===== src/core/tcc_pkg.sv =====
// Constants and types shared by the timer capture/compare block.
package tcc_pkg;

	// ************************************************************
	// Register addresses
	// ************************************************************
	localparam logic [15:0] ADDR_TIMER_MODE_CONTROL = 16'hFF60;
	localparam logic [15:0] ADDR_CAPTURE_COMPARE_CONTROL = 16'hFF62;
	localparam logic [15:0] ADDR_UP_COUNTER = 16'hFF10;
	localparam logic [15:0] ADDR_CC_REG_A = 16'hFF12;
	localparam logic [15:0] ADDR_CC_REG_B = 16'hFF14;

	// ************************************************************
	// Field positions and reset values
	// ************************************************************
	localparam int MODE_SEL_LO_POS = 2;
	localparam int OVERFLOW_FLAG_POS = 0;
	localparam int REG_A_CAPTURE_SEL_POS = 0;
	localparam int REG_A_TRIGGER_SEL_POS = 1;
	localparam int REG_B_CAPTURE_SEL_POS = 2;
	localparam int INPUT_A_EDGE_LO_POS = 4;
	localparam int INPUT_B_EDGE_LO_POS = 6;
	localparam logic [7:0] TIMER_MODE_CONTROL_RESET = 8'h00;
	localparam logic [7:0] CAPTURE_COMPARE_CONTROL_RESET = 8'h00;
	localparam logic [15:0] COUNT_RESET = 16'h0000;
	localparam logic [15:0] COUNT_MAX = 16'hFFFF;
	localparam logic [15:0] COUNT_STEP = 16'h0001;

	// ************************************************************
	// Modes and edge codes
	// ************************************************************
	typedef enum logic [1:0] {
		TCC_STOP = 2'h0,
		TCC_FREE_RUN = 2'h1,
		TCC_CLEAR_ON_EDGE = 2'h2,
		TCC_CLEAR_ON_MATCH_A = 2'h3
	} tcc_mode_e;

	localparam logic [1:0] EDGE_FALLING = 2'h0;
	localparam logic [1:0] EDGE_RISING = 2'h1;
	localparam logic [1:0] EDGE_BOTH = 2'h3;

endpackage


===== src/core/tcc_edge.sv =====
// Pin synchroniser and edge detector for one trigger input.
`timescale 1ns/1ps
module tcc_edge
	import tcc_pkg::*;
(
	input wire logic clk,
	input wire logic resetn,
	input wire logic ce,
	input wire logic pin,
	output logic rise,
	output logic fall
);

	typedef struct packed {
		logic sync1;
		logic sync2;
		logic last;
		logic rise;
		logic fall;
	} tcc_edge_s;

	tcc_edge_s st;
	tcc_edge_s next_st;

	// The first stage feeds only the second; the detector looks at sync2 and last.
	always_comb begin
		next_st = st;
		next_st.sync1 = pin;
		next_st.sync2 = st.sync1;
		next_st.last = st.sync2;
		next_st.rise = st.sync2 & ~st.last;
		next_st.fall = ~st.sync2 & st.last;
	end

	// A pin held high through reset shows as a rising edge once released.
	always_ff @(posedge clk) begin
		if (!resetn) begin
			st <= '0;
		end else if (ce) begin
			st <= next_st;
		end
	end

	assign rise = st.rise;
	assign fall = st.fall;

endmodule


===== src/core/tcc_core.sv =====
// 16-bit timer counter with two capture/compare registers and mode control.
//
// Functional notes
// - Free-run or edge-clear mode: compare value 0000H matches right after wrap.
// - Compare A below count: counter runs on, wraps, then can match.
// - Control bit 2 makes register B compare (0) or capture (1).
// - Register B as compare is checked every tick; equality raises match B.
// - Register B captures on input A valid edge; code 10 gives no edge.
// - Registers A and B take whole 16-bit writes; no reset value.
// - Mode field: stop and clear, free run, clear on edge A, clear on match A.
// - Counter runs while mode is nonzero and stops when 00 is written.
// - Free-run and match-A modes toggle output and interrupt on A or B match.
// - Mode control bit 0 reads 1 once counter overflow was seen.
// - Match-A mode with A at FFFFH sets overflow on FFFFH to 0000H.
// - Control bit 1 picks A's trigger: edge B, or edge A opposite phase.
// - Control bit 0 makes register A compare (0) or capture (1).
// - Both control registers reset to 00H and accept byte-wide writes.
// - Read-only counter steps per count tick; a read defers the tick.
// - Edge fields: 00 falling, 01 rising, 11 both, 10 no edge.
`timescale 1ns/1ps
module tcc_core
	import tcc_pkg::*;
(
	input wire logic clk,
	input wire logic resetn,
	input wire logic ce,
	input wire logic count_tick,
	input wire logic [7:0] prescaler_mode_reg,
	input wire logic edge_input_a,
	input wire logic edge_input_b,
	input wire logic [15:0] bus_addr,
	input wire logic [15:0] bus_wdata,
	input wire logic bus_wr,
	input wire logic bus_word,
	input wire logic bus_rd,
	output logic [15:0] bus_rdata,
	output logic match_irq_a,
	output logic match_irq_b,
	output logic timer_output
);

	// ************************************************************
	// State
	// ************************************************************
	typedef struct packed {
		logic [15:0] up_counter;
		logic [15:0] cc_reg_a;
		logic [15:0] cc_reg_b;
		tcc_mode_e mode;
		logic overflow_flag;
		logic reg_b_capture_sel;
		logic reg_a_trigger_sel;
		logic reg_a_capture_sel;
		logic tick_pending;
		logic irq_a;
		logic irq_b;
		logic tout;
		logic [15:0] rdata;
	} tcc_core_s;

	tcc_core_s st;
	tcc_core_s next_st;

	logic rise_a;
	logic fall_a;
	logic rise_b;
	logic fall_b;
	logic [1:0] input_a_edge;
	logic [1:0] input_b_edge;
	logic running;
	logic counter_read;
	logic tick_now;
	logic edge_a_valid;
	logic edge_b_valid;
	logic trig_a;
	logic match_a;
	logic match_b;

	// ************************************************************
	// Edge helpers
	// ************************************************************
	function automatic logic edge_hit(input logic [1:0] sel, input logic r, input logic f);
		logic hit;
		hit = 1'b0;
		unique case (sel)
			EDGE_FALLING: hit = f;
			EDGE_RISING: hit = r;
			EDGE_BOTH: hit = r | f;
			default: hit = 1'b0;
		endcase
		return hit;
	endfunction

	function automatic logic edge_opposite(input logic [1:0] sel, input logic r, input logic f);
		logic hit;
		hit = 1'b0;
		unique case (sel)
			EDGE_FALLING: hit = r;
			EDGE_RISING: hit = f;
			default: hit = 1'b0;
		endcase
		return hit;
	endfunction

	tcc_edge u_edge_a (
		.clk(clk),
		.resetn(resetn),
		.ce(ce),
		.pin(edge_input_a),
		.rise(rise_a),
		.fall(fall_a)
	);

	tcc_edge u_edge_b (
		.clk(clk),
		.resetn(resetn),
		.ce(ce),
		.pin(edge_input_b),
		.rise(rise_b),
		.fall(fall_b)
	);

	// ************************************************************
	// Event decode
	// ************************************************************
	always_comb begin
		input_a_edge = prescaler_mode_reg[INPUT_A_EDGE_LO_POS +: 2];
		input_b_edge = prescaler_mode_reg[INPUT_B_EDGE_LO_POS +: 2];
		running = (st.mode != TCC_STOP);
		counter_read = bus_rd && (bus_addr == ADDR_UP_COUNTER);
		// A tick that lands on a counter read waits one cycle so the read is coherent.
		tick_now = running && (count_tick || st.tick_pending) && !counter_read;
		edge_a_valid = edge_hit(input_a_edge, rise_a, fall_a);
		edge_b_valid = edge_hit(input_b_edge, rise_b, fall_b);
		if (st.reg_a_trigger_sel) begin
			trig_a = edge_opposite(input_a_edge, rise_a, fall_a);
		end else begin
			trig_a = edge_b_valid;
		end
		match_a = !st.reg_a_capture_sel && (st.up_counter == st.cc_reg_a);
		match_b = !st.reg_b_capture_sel && (st.up_counter == st.cc_reg_b);
	end

	// ************************************************************
	// Next state
	// ************************************************************
	always_comb begin
		next_st = st;
		next_st.irq_a = 1'b0;
		next_st.irq_b = 1'b0;
		next_st.tick_pending = running && counter_read && (count_tick || st.tick_pending);

		// Counter: cleared when stopped, on edge A in edge mode, on match A in match mode.
		if (!running) begin
			next_st.up_counter = COUNT_RESET;
		end else if (st.mode == TCC_CLEAR_ON_EDGE && edge_a_valid) begin
			next_st.up_counter = COUNT_RESET;
		end else if (tick_now) begin
			if (st.mode == TCC_CLEAR_ON_MATCH_A && match_a) begin
				next_st.up_counter = COUNT_RESET;
			end else begin
				// Wraps through zero, so a compare value below the count waits a lap.
				next_st.up_counter = st.up_counter + COUNT_STEP;
			end
		end

		// Matches use the count held during the tick, so 0000H fires after the wrap.
		if (tick_now) begin
			next_st.irq_a = match_a;
			next_st.irq_b = match_b;
			if ((st.mode == TCC_FREE_RUN || st.mode == TCC_CLEAR_ON_MATCH_A)
					&& (match_a || match_b)) begin
				next_st.tout = ~st.tout;
			end
		end

		// Register writes; byte access for control, whole words for the data registers.
		if (bus_wr) begin
			unique case (bus_addr)
				ADDR_TIMER_MODE_CONTROL: begin
					next_st.mode = tcc_mode_e'(bus_wdata[MODE_SEL_LO_POS +: 2]);
					next_st.overflow_flag = bus_wdata[OVERFLOW_FLAG_POS];
				end
				ADDR_CAPTURE_COMPARE_CONTROL: begin
					next_st.reg_a_capture_sel = bus_wdata[REG_A_CAPTURE_SEL_POS];
					next_st.reg_a_trigger_sel = bus_wdata[REG_A_TRIGGER_SEL_POS];
					next_st.reg_b_capture_sel = bus_wdata[REG_B_CAPTURE_SEL_POS];
				end
				ADDR_CC_REG_A: begin
					if (bus_word) begin
						next_st.cc_reg_a = bus_wdata;
					end
				end
				ADDR_CC_REG_B: begin
					if (bus_word) begin
						next_st.cc_reg_b = bus_wdata;
					end
				end
				default: begin
				end
			endcase
		end

		// Hardware set beats a software clear in the same cycle.
		if (tick_now && st.up_counter == COUNT_MAX) begin
			next_st.overflow_flag = 1'b1;
		end

		// Captures beat a simultaneous software write.
		if (running && st.reg_a_capture_sel && trig_a) begin
			next_st.cc_reg_a = st.up_counter;
		end
		if (running && st.reg_b_capture_sel && edge_a_valid) begin
			next_st.cc_reg_b = st.up_counter;
		end

		// Read data is registered; unmapped addresses read as zero.
		if (bus_rd) begin
			unique case (bus_addr)
				ADDR_TIMER_MODE_CONTROL:
					next_st.rdata = {12'h000, st.mode, 1'b0, st.overflow_flag};
				ADDR_CAPTURE_COMPARE_CONTROL:
					next_st.rdata = {13'h0000, st.reg_b_capture_sel, st.reg_a_trigger_sel,
						st.reg_a_capture_sel};
				ADDR_UP_COUNTER: next_st.rdata = st.up_counter;
				ADDR_CC_REG_A: next_st.rdata = st.cc_reg_a;
				ADDR_CC_REG_B: next_st.rdata = st.cc_reg_b;
				default: next_st.rdata = 16'h0000;
			endcase
		end
	end

	// ************************************************************
	// Registers
	// ************************************************************
	// The data registers keep no reset value; software loads them before use.
	always_ff @(posedge clk) begin
		if (!resetn) begin
			st.up_counter <= COUNT_RESET;
			st.mode <= TCC_STOP;
			st.overflow_flag <= TIMER_MODE_CONTROL_RESET[OVERFLOW_FLAG_POS];
			st.reg_b_capture_sel <= CAPTURE_COMPARE_CONTROL_RESET[REG_B_CAPTURE_SEL_POS];
			st.reg_a_trigger_sel <= CAPTURE_COMPARE_CONTROL_RESET[REG_A_TRIGGER_SEL_POS];
			st.reg_a_capture_sel <= CAPTURE_COMPARE_CONTROL_RESET[REG_A_CAPTURE_SEL_POS];
			st.tick_pending <= 1'b0;
			st.irq_a <= 1'b0;
			st.irq_b <= 1'b0;
			st.tout <= 1'b0;
			st.rdata <= 16'h0000;
			st.cc_reg_a <= st.cc_reg_a;
			st.cc_reg_b <= st.cc_reg_b;
		end else if (ce) begin
			st <= next_st;
		end
	end

	assign bus_rdata = st.rdata;
	assign match_irq_a = st.irq_a;
	assign match_irq_b = st.irq_b;
	assign timer_output = st.tout;
endmodule


===== config.mk =====
export PLATFORM = sky130hd
export DESIGN_NAME = tcc_core
export DESIGN_NICKNAME = d
export VERILOG_FILES = /design/src/core/tcc_pkg.sv /design/src/core/tcc_edge.sv /design/src/core/tcc_core.sv
export SDC_FILE = /design/constraint.sdc
export NUM_CORES = 1
export LEC_CHECK = 0
export ABC_AREA = 1
export BUFFER_PORTS_ARGS = -buffer_cell sky130_fd_sc_hd__clkbuf_2
export CAP_MARGIN = 20
export CORE_ASPECT_RATIO = 1.1
export CORE_MARGIN = 2
export CORE_UTILIZATION = 50
export DETAILED_ROUTE_END_ITERATION = 10
export GPL_ROUTABILITY_DRIVEN = 1
export PLACE_DENSITY = 0.72
export SLEW_MARGIN = 15
export SYNTH_ARGS = -nofsm -noshare
export SYNTH_HDL_FRONTEND = slang
export SYNTH_HIERARCHICAL = 1
export SYNTH_SLANG_ARGS = --single-unit

===== constraint.sdc =====
create_clock -name clk -period 2.5 [get_ports clk]
set_clock_uncertainty 0.2 [all_clocks]
set_input_delay 0.125 -clock clk [delete_from_list [all_inputs] [get_ports clk]]
set_output_delay 0.125 -clock clk [all_outputs]
set_load 0.05 [all_outputs]

# Word-level counts from Yosys, hierarchy flattened
# Cells that the tools add are included.
# Widths: inputs -> output; s select.
# op_classes
n_eq_ne,16
muxes,20
add_sub_neg,1
bitwise_logic,11
reduce_logical,40
# op_table
cell,count
$mux 16,9
$eq 16x16->1 const B,6
$pmux 16 s5,1
$mux 38,1
$eq 16x16->1,2
$reduce_bool 2->1,9
$add 16x1->16 const B,1
$logic_and 1x1->1,15
$reduce_and 3->1,4
$reduce_and 5->1,2
$mux 3,3
$eq 2x2->1 const B,4
$eq 2x1->1 const B,3
$pmux 1 s3,2
$not 1->1,5
$and 1x1->1,4
$logic_not 2->1,2
$reduce_and 2->1,2
$logic_not 1->1,3
$logic_or 1x1->1,3
$mux 1,3
$ne 3x1->1 const B,1
$or 1x1->1,2
$pmux 1 s2,1
# word_totals
regBits,84
inputBits,49
output_inout_bits,19

# Depth between registers and ports, before layout
# Gate-level depths: netlist (run 1).
# logic_depth
depth_word,7
mapped_depth,12
ltp_nobuf,12

# Hierarchy
# Netlist (run 1), hierarchy kept.
# modules_own_cells
module,area_each_um2,cells_each,n_inst
tcc_core,4655.7,687,1
tcc_edge,182.7,24,2

# Least setup slack after synthesis (run 1)
# Ideal clock, no wire load.
# synth_timing
kind,flip-flop to flip-flop
startpoint,register st[25] (netlist name)
endpoint,"register st[42] (netlist name), enable pin"
path_buffers,1
path_slack_ps,171
setup_ps,394
arrival_ps,1735
stages_incl_launch_ff,6
cell_sequence,dfxtp_1 nor2_1 nor2_1 nand3_1 clkbuf_1 a21oi_1
# synth_between
elab_chain_cells,5
word_cells_on_any_way,7
classes_between,7 x reduce/logical
# synth_lines
element,line_no,rtl
"start, declared",tcc_core.sv:61,tcc_core_s st;
"start signal, assigned",tcc_core.sv:253,st <= next_st;
$reduce_bool 2->1 *,tcc_core.sv:129,running = (st.mode != TCC_STOP);
$logic_and 1x1->1 * (2 in series),tcc_core.sv:210,if (running && st.reg_a_capture_sel && trig_a) begin
$reduce_bool 2->1 (no source line),-,
$reduce_and 5->1 (no source line) *,-,
# Mark *: on every way between the ends. The rest lies on a longest branch, timed or not.
# A chain may end at the register's enable or synchronous reset.

# Worst setup path in the final report (run 1)
# layout_timing
startpoint,register st[58] (netlist name)
endpoint,register st[72] (netlist name)
# layout_between
elab_chain_cells,7
word_cells_on_any_way,8
classes_between,1 x add/sub; 1 x eq/ne; 4 x mux; 2 x reduce/logical
# layout_lines
element,line_no,rtl
"parallel branches: the longest is 3 deep, another holds $add 16x1->16",-,
$mux 16 *,tcc_core.sv:159,if (st.mode == TCC_CLEAR_ON_MATCH_A && match_a) begin
$mux 16 *,tcc_core.sv:158,end else if (tick_now) begin
$mux 16 *,tcc_core.sv:156,end else if (st.mode == TCC_CLEAR_ON_EDGE && edge_a_valid) begin
$mux 16 *,tcc_core.sv:154,if (!running) begin
# Every way passes the cells marked *. The select of a mux whose other input is x is not followed.

==> results of run 1 <==
## where the power goes
group	internal (mW)	switching [mW]	total, mW	leakage (nW)
Combinational	0.0916	0.124	0.215	1.78
Clock	0.571	0.516	1.09	0.121
Sequential	1.43	0.00673	1.43	0.713
Total	2.09	0.646	2.74	2.61
## metrics by stage
step                      worst slack [ns]  cell area (um2)  instances  hold slack [ns]
after global placement               0.479             5350        894            0.151
after detailed placement             0.454             5350        894            0.160
final                                0.409             5820        934          0.00566
after global routing                 0.249             5820        934           0.0219
after floorplan                      0.171             5020        735           0.0599
after CTS                            0.436             5820        934           0.0100
## routing by layer
| metal | track usage [%] | share of wire [%] |
|---|---|---|
| met4 | 9.20 | 2.6 |
| met1 | 32.2 | 43 |
| met5 | 0 | 0 |
| met2 | 42.8 | 48 |
| met3 | 3.65 | 6.2 |
## how the worst max path moves through the flow
stage | endpoint | startpoint | cells after the start | slack [ns]
2_1_floorplan | st[42]$_DFFE_PP_ | st[25]$_SDFFE_PN0P_ | 5 | 0.17
3_3_place_gp | st[66]$_SDFFE_PN0P_ | st[67]$_SDFFE_PN0P_ | 11 | 0.48
3_5_place_dp | st[66]$_SDFFE_PN0P_ | st[67]$_SDFFE_PN0P_ | 11 | 0.45
4_1_cts | st[68]$_SDFFE_PN0P_ | st[67]$_SDFFE_PN0P_ | 10 | 0.44
5_1_grt | st[72]$_SDFFE_PN0P_ | st[58]$_SDFFE_PN0P_ | 12 | 0.25
6_report | st[72]$_SDFFE_PN0P_ | st[58]$_SDFFE_PN0P_ | 12 | 0.41
## registers in the layout (all words and copies together), names as in the netlist
signal            count
u_edge_b/rise         1
u_edge_a/rise         1
u_edge_a/fall         1
u_edge_b/fall         1
u_edge_a/st           1
match_irq_b           1
u_edge_b/st           1
bus_rdata            16
u_edge_a/next_st      2
u_edge_b/next_st      2
timer_output          1
match_irq_a           1
st                   55
## cell usage in the layout, fill, tap and decap left out, drive strengths merged
master / n
dlygate4sd3: 24
o22ai: 2
buf: 15
nand2: 239
ha: 1
nor3: 3
a32oi: 1
edfxtp: 32
nor2: 92
a21oi: 40
nor4: 1
xnor2: 10
clkinv: 4
or2: 1
clkbuf: 76
nand3: 35
o211ai: 6
a31oi: 4
inv: 91
xor2: 1
dfxtp: 52
o21ai: 72
nand3b: 2
nand4: 10
## repair_timing
| item | CTS | global route |
|---|---|---|
| hold endpoints to repair | 42 | 0 |
| hold buffers | 24 | 0 |
| resized for setup | 0 | 0 |
## critical path, stage by stage, from the launching register on
cell and delay (ns):
dfxtp_1 0.50, ha_1 0.24, nand3_1 0.15, nor2_4 0.19, nand2_1 0.07, nor2_1 0.25, nand2_1 0.08, nand2_1 0.07
inv_1 0.04, nand2_1 0.05, nand2_1 0.04, nand2_1 0.06, nor2_1 0.03
## layout make-up
cell class / count / area (um2) / share of cell area [%]
multi-input combinational: 520 / 2430 / 41.7
inverter: 92 / 345 / 5.93
sequential: 84 / 2000 / 34.4
timing repair buffer: 102 / 668 / 11.5
clock buffer: 13 / 213 / 3.65
tap: 120 / 150 / 2.58
clock inverter: 3 / 20.0 / 0.344
## logic make-up after synthesis
group           after synthesis  share of synthesized area (%)
simple gates                383                           32.8
buf+inv                     131                           11.9
xor+xnor                     11                           1.92
flops                        84                           39.9
fa+ha+maj                     1                          0.249
compound gates              125                           13.3
==> out/results.tsv, run 1 <==
metric	value	unit
run status	finished clean	
Num CTS Buffers	9	
Core Area	9840	um2
Leak Pwr	2.61	nW
WL/cell	14.1	um
Post-Syn Instances	735	
Peak Freq	0.478	GHz
Reg clk slew, reported paths	0.09	ns
Core Util, Final	59.2	%
FP Rows	38	
I/O pins	68	
clk_lat worst skew	0.36	ns
die area	10900	um2
dominant cell type by area after synthesis	dfxtp_1	
hold_sp	count_tick	
R2R cell count	12	
CTS HTree Levels	3	
VDD IR max	0.000290	V
Tmin final	2.09	ns
register area share after synthesis	39.9	%
Syn. warnings	6	
top post-synthesis cells by area	dfxtp_1, edfxtp_1, nand2_1	
Synth Register Bits	84	
Syn Area/Cell	6.83	um2
Placer Congestion	0.956	
WS Path Type	reg -> reg	
Clk Tree Root Cell	clkbuf_8	
EDFF count, synth	32	
most instantiated library cell after synthesis	nand2_1	
initial antenna violation count	0	
Fin. Hold Viols	0	
Starting Density	51.0	%
gr ovfl total	0	
Hold Crit Endpoint	st[19]$_SDFFE_PN0P_	
Die Y-Extent	109	um
Final ANT Viol Nets	0	
Most used DFF post-synth	dfxtp_1	
nets@finish	859	
Netlist cell types	39	
Worst setup EP type	register	
final total power	2.74	mW
Slew Limit Fails	0	
Mapped Area	5020	um2
final cycle utilization of the critical path	83.7	%
reg2reg start	st[58]$_SDFFE_PN0P_	
DP Wirelength	9780	um
# DRC	0	
Hold Crit Class	in -> reg	
syn_nets	785	
peak fanout along the critical path	7	
top-area cell type share of the netlist area	20.7	%
RSZ-0062 raised after global routing	no	
Worst setup SP type	register	
chip width	99.5	um
Ant. Diodes	0	
Synth async-reset ratio	0	%
first-pass GRT wire length	21200	um
Total GRT Usage	25.0	%
Vias	4905	
largest net degree at the start of global routing	33	
Worst Path Arrival	2.14	ns
worst hold stages	5	
TritonRoute pass-1 iters	7	
Max-Cap Viols	0	
DRT Wirelength	13200	um
clk buf depth	2	
Critical Path RT	2.55	ns
initial drt markers	366	
worst reg2reg endpoint	st[72]$_SDFFE_PN0P_	
flop2flop setup slack	0.41	ns
vias in the first global route	4509	
Slew @ Worst Pin	0.751	ns
via/cell ratio	5.25	
Area Overhead vs Synth	16.0	%
clock sink count	84	
Fin Setup TNS	0	ns
CTS tree	built	
Worst slew margin	49.9	%
total setup buffers inserted after CTS	0	
PwrDens	470	nW/um2
input/output buffers	63	
fillers	963	
share of post-route cells with drive strength above 1	17.0	%
final setup fails	0	
Synth top cells by count	nand2_1, nor2_1, inv_1	
No activity file was read; power rests on OpenSTA's default activity.
==> run 2, diff against run 1 <==
--- a/config.mk
+++ b/config.mk
@@ -5,7 +5,7 @@
 export SDC_FILE = /design/constraint.sdc
 export NUM_CORES = 1
 export LEC_CHECK = 0
-export ABC_AREA = 1
+export ABC_AREA = 0
 export BUFFER_PORTS_ARGS = -buffer_cell sky130_fd_sc_hd__clkbuf_2
 export CAP_MARGIN = 20
 export CORE_ASPECT_RATIO = 1.1
==> constraint.sdc (replaced) <==
create_clock -name clk -period 1.8 [get_ports clk]
set_clock_uncertainty 0.2 [all_clocks]
set_input_delay 0.09 -clock clk [delete_from_list [all_inputs] [get_ports clk]]
set_output_delay 0.09 -clock clk [all_outputs]
set_load 0.05 [all_outputs]
==> out/results.tsv, run 2 <==
metric	value	unit
Post-Syn Instances	523	
# DRC	0	
share of post-route cells with drive strength above 1	42.1	%
initial antenna violation count	0	
Starting Density	51.8	%
Core Area	8960	um2
Worst slew margin	63.3	%
EDFF count, synth	32	
fillers	565	
run status	complete, but fails checks	
Critical Path Slowest Stage Cell	edfxtp_1	
CTS HTree Levels	3	
Most used DFF post-synth	dfxtp_1	
Final ANT Viol Nets	0	
most frequent cells in the layout	buf_4, nand2_1, clkbuf_2, dfxtp_1, o21ai_0	
Final Cell Area	6800	um2
FP Rows	36	
Leak Pwr	2.77	nW
die area	10100	um2
Syn Area/Cell	8.88	um2
Worst setup EP type	register	
final cycle utilization of the critical path	125	%
Slew Limit Fails	0	
Fin. Hold Viols	0	
Die Y-Extent	105	um
final setup fails	51	
DP Wirelength	10100	um
WL/cell	21.1	um
chip width	95.9	um
commonest non-fill, non-tap cell in the layout	buf_4	
DRT Wirelength	16800	um
PwrDens	561	nW/um2
dominant cell type by area after synthesis	dfxtp_1	
via/cell ratio	6.42	
VDD IR max	0.000564	V
syn_nets	573	
top-area cell type share of the netlist area	22.4	%
Hold Crit Class	in -> reg	
Syn. warnings	6	
clk buf depth	2	
Worst Path Arrival	2.29	ns
Synth Register Bits	84	
largest net degree at the start of global routing	23	
worst hold stages	4	
area occupied by registers	2030	um2
Post-Layout Cell Count	793	
Reg clk slew, reported paths	0.08	ns
flop2flop setup slack	-0.45	ns
RSZ-0062 raised after global routing	yes	
Slew @ Worst Pin	0.551	ns
peak fanout along the critical path	9	
Peak Freq	0.445	GHz
TritonRoute pass-1 iters	6	
register area share after synthesis	43.1	%
clk_lat worst skew	0.37	ns
Max-Cap Viols	0	
Area Overhead vs Synth	46.4	%
Placer Congestion	0.920	
Synth async-reset ratio	0	%
Tmin final	2.25	ns
first-pass GRT wire length	23800	um
Worst path max stage delay	0.44	ns
nets@finish	724	
worst reg2reg endpoint	st[62]$_SDFFE_PN0P_	
max reg flops	55	
clock sink count	84	
top post-synthesis cells by area	dfxtp_1, edfxtp_1, nand2_1	
vias in the first global route	4660	
Num CTS Buffers	9	
Biggest register	st	
Fin Setup TNS	-9.26	ns
Clk Tree Root Cell	clkbuf_8	
critical path, cell by cell	xnor2_2, o221a_1, and4_4, buf_4, a41oi_2, buf_6, nand3_1, a31oi_1	
failing checks	negative setup slack	
Total GRT Usage	31.1	%
Hold Crit Endpoint	bus_rdata[2]$_SDFFE_PN0P_	
Area after DPL	5660	um2
I/O pins	68	
Placed Cells incl. Taps	737	
Synth top cells by count	nand2_1, o21ai_0, dfxtp_1	
gr ovfl total	0	
hold_ws	0.0576	ns
R2R cell count	8	
Vias	5095	
initial drt markers	803	
most instantiated library cell after synthesis	nand2_1	
Mapped Area	4650	um2
CTS tree	built	
Critical Path RT	1.84	ns
Core Util, Final	75.9	%
input/output buffers	63	
total area of multi-input combinational cells	2770	um2
worst setup margin	-0.447	ns
Worst setup SP type	register	
Netlist cell types	60	
WS Path Type	reg -> reg	
hold_sp	bus_rd	
Ant. Diodes	0	
reg2reg start	st[53]$_DFFE_PP_	
run 2: critical path, delay by kind of cell, from the launching register on:
kind | cells | cell delay [ns]
buf+inv | 2 | 0.34
xor+xnor | 1 | 0.22
flops | 1 | 0.44
simple gates | 2 | 0.38
compound gates | 3 | 0.54
run 2: repair_timing:
item | 4_1_cts | 5_1_grt
setup buffers | 5 | 12
pin swaps | 12 | 41
gates cloned | 4 | 1
gates resized for setup | 38 | 100
endpoints found under the hold margin | 51 | 0
hold buffers | 21 | 0
endpoints found under the setup margin | 37 | 96
run 2: kinds of logic after synthesis:
logic type	Yosys count	synth area share [%]
AOI/OAI and AO/OA	121	17.3
xor gates and xnor gates	30	5.66
adders and majority gates	1	0.269
buffers and inverters	67	7.89
DFF	84	43.1
muxes	14	3.02
and+or+nand+nor	206	22.7
run 2: routing by layer:
metal  track usage, %  part of all wire [%]  vias up
met4             15.0                   4.5        0
li1                 -                     -     2209
met5                0                     0        -
met3             5.77                   9.6       79
met1             39.2                    37     2437
met2             50.5                    49      370
run 2: power by group:
part | internal, mW | switching [mW] | total [mW] | leakage, nW
Sequential | 1.96 | 0.00535 | 1.97 | 0.679
Clock | 0.841 | 0.703 | 1.54 | 0.114
Combinational | 0.143 | 0.158 | 0.300 | 1.97
run 2: area by class of cell:
| type | instances | area share [%] |
|---|---|---|
| Sequential cell | 84 | 29.9 |
| Inverter | 10 | 0.552 |
| Multi-Input combinational cell | 373 | 40.8 |
| Timing Repair Buffer | 196 | 23.3 |
| Clock inverter | 2 | 0.552 |
| Tap cell | 114 | 2.10 |
| Clock buffer | 14 | 2.85 |
run 2: worst max path at each step:
stage,endpoint,startpoint,slack (ns),depth (start not counted)
3_5_place_dp,st[70]$_SDFFE_PN0P_,st[61]$_SDFFE_PN0P_,-0.38,7
6_report,st[62]$_SDFFE_PN0P_,st[53]$_DFFE_PP_,-0.45,8
4_1_cts,timer_output$_SDFFE_PN0P_,st[28]$_DFFE_PP_,-0.36,7
3_3_place_gp,timer_output$_SDFFE_PN0P_,st[26]$_DFFE_PP_,-0.36,6
2_1_floorplan,st[26]$_DFFE_PP_,bus_addr[0],-0.33,6
5_1_grt,st[62]$_SDFFE_PN0P_,st[53]$_DFFE_PP_,-0.48,8
run 2: through the flow:
| step | total power [mW] | worst slack (ns) |
|---|---|---|
| after floorplan | 2.14 | -0.331 |
| after global placement | 2.25 | -0.364 |
| after detailed placement | 2.25 | -0.384 |
| after CTS | 3.80 | -0.360 |
| after global routing | 3.91 | -0.479 |
| final | 3.81 | -0.447 |
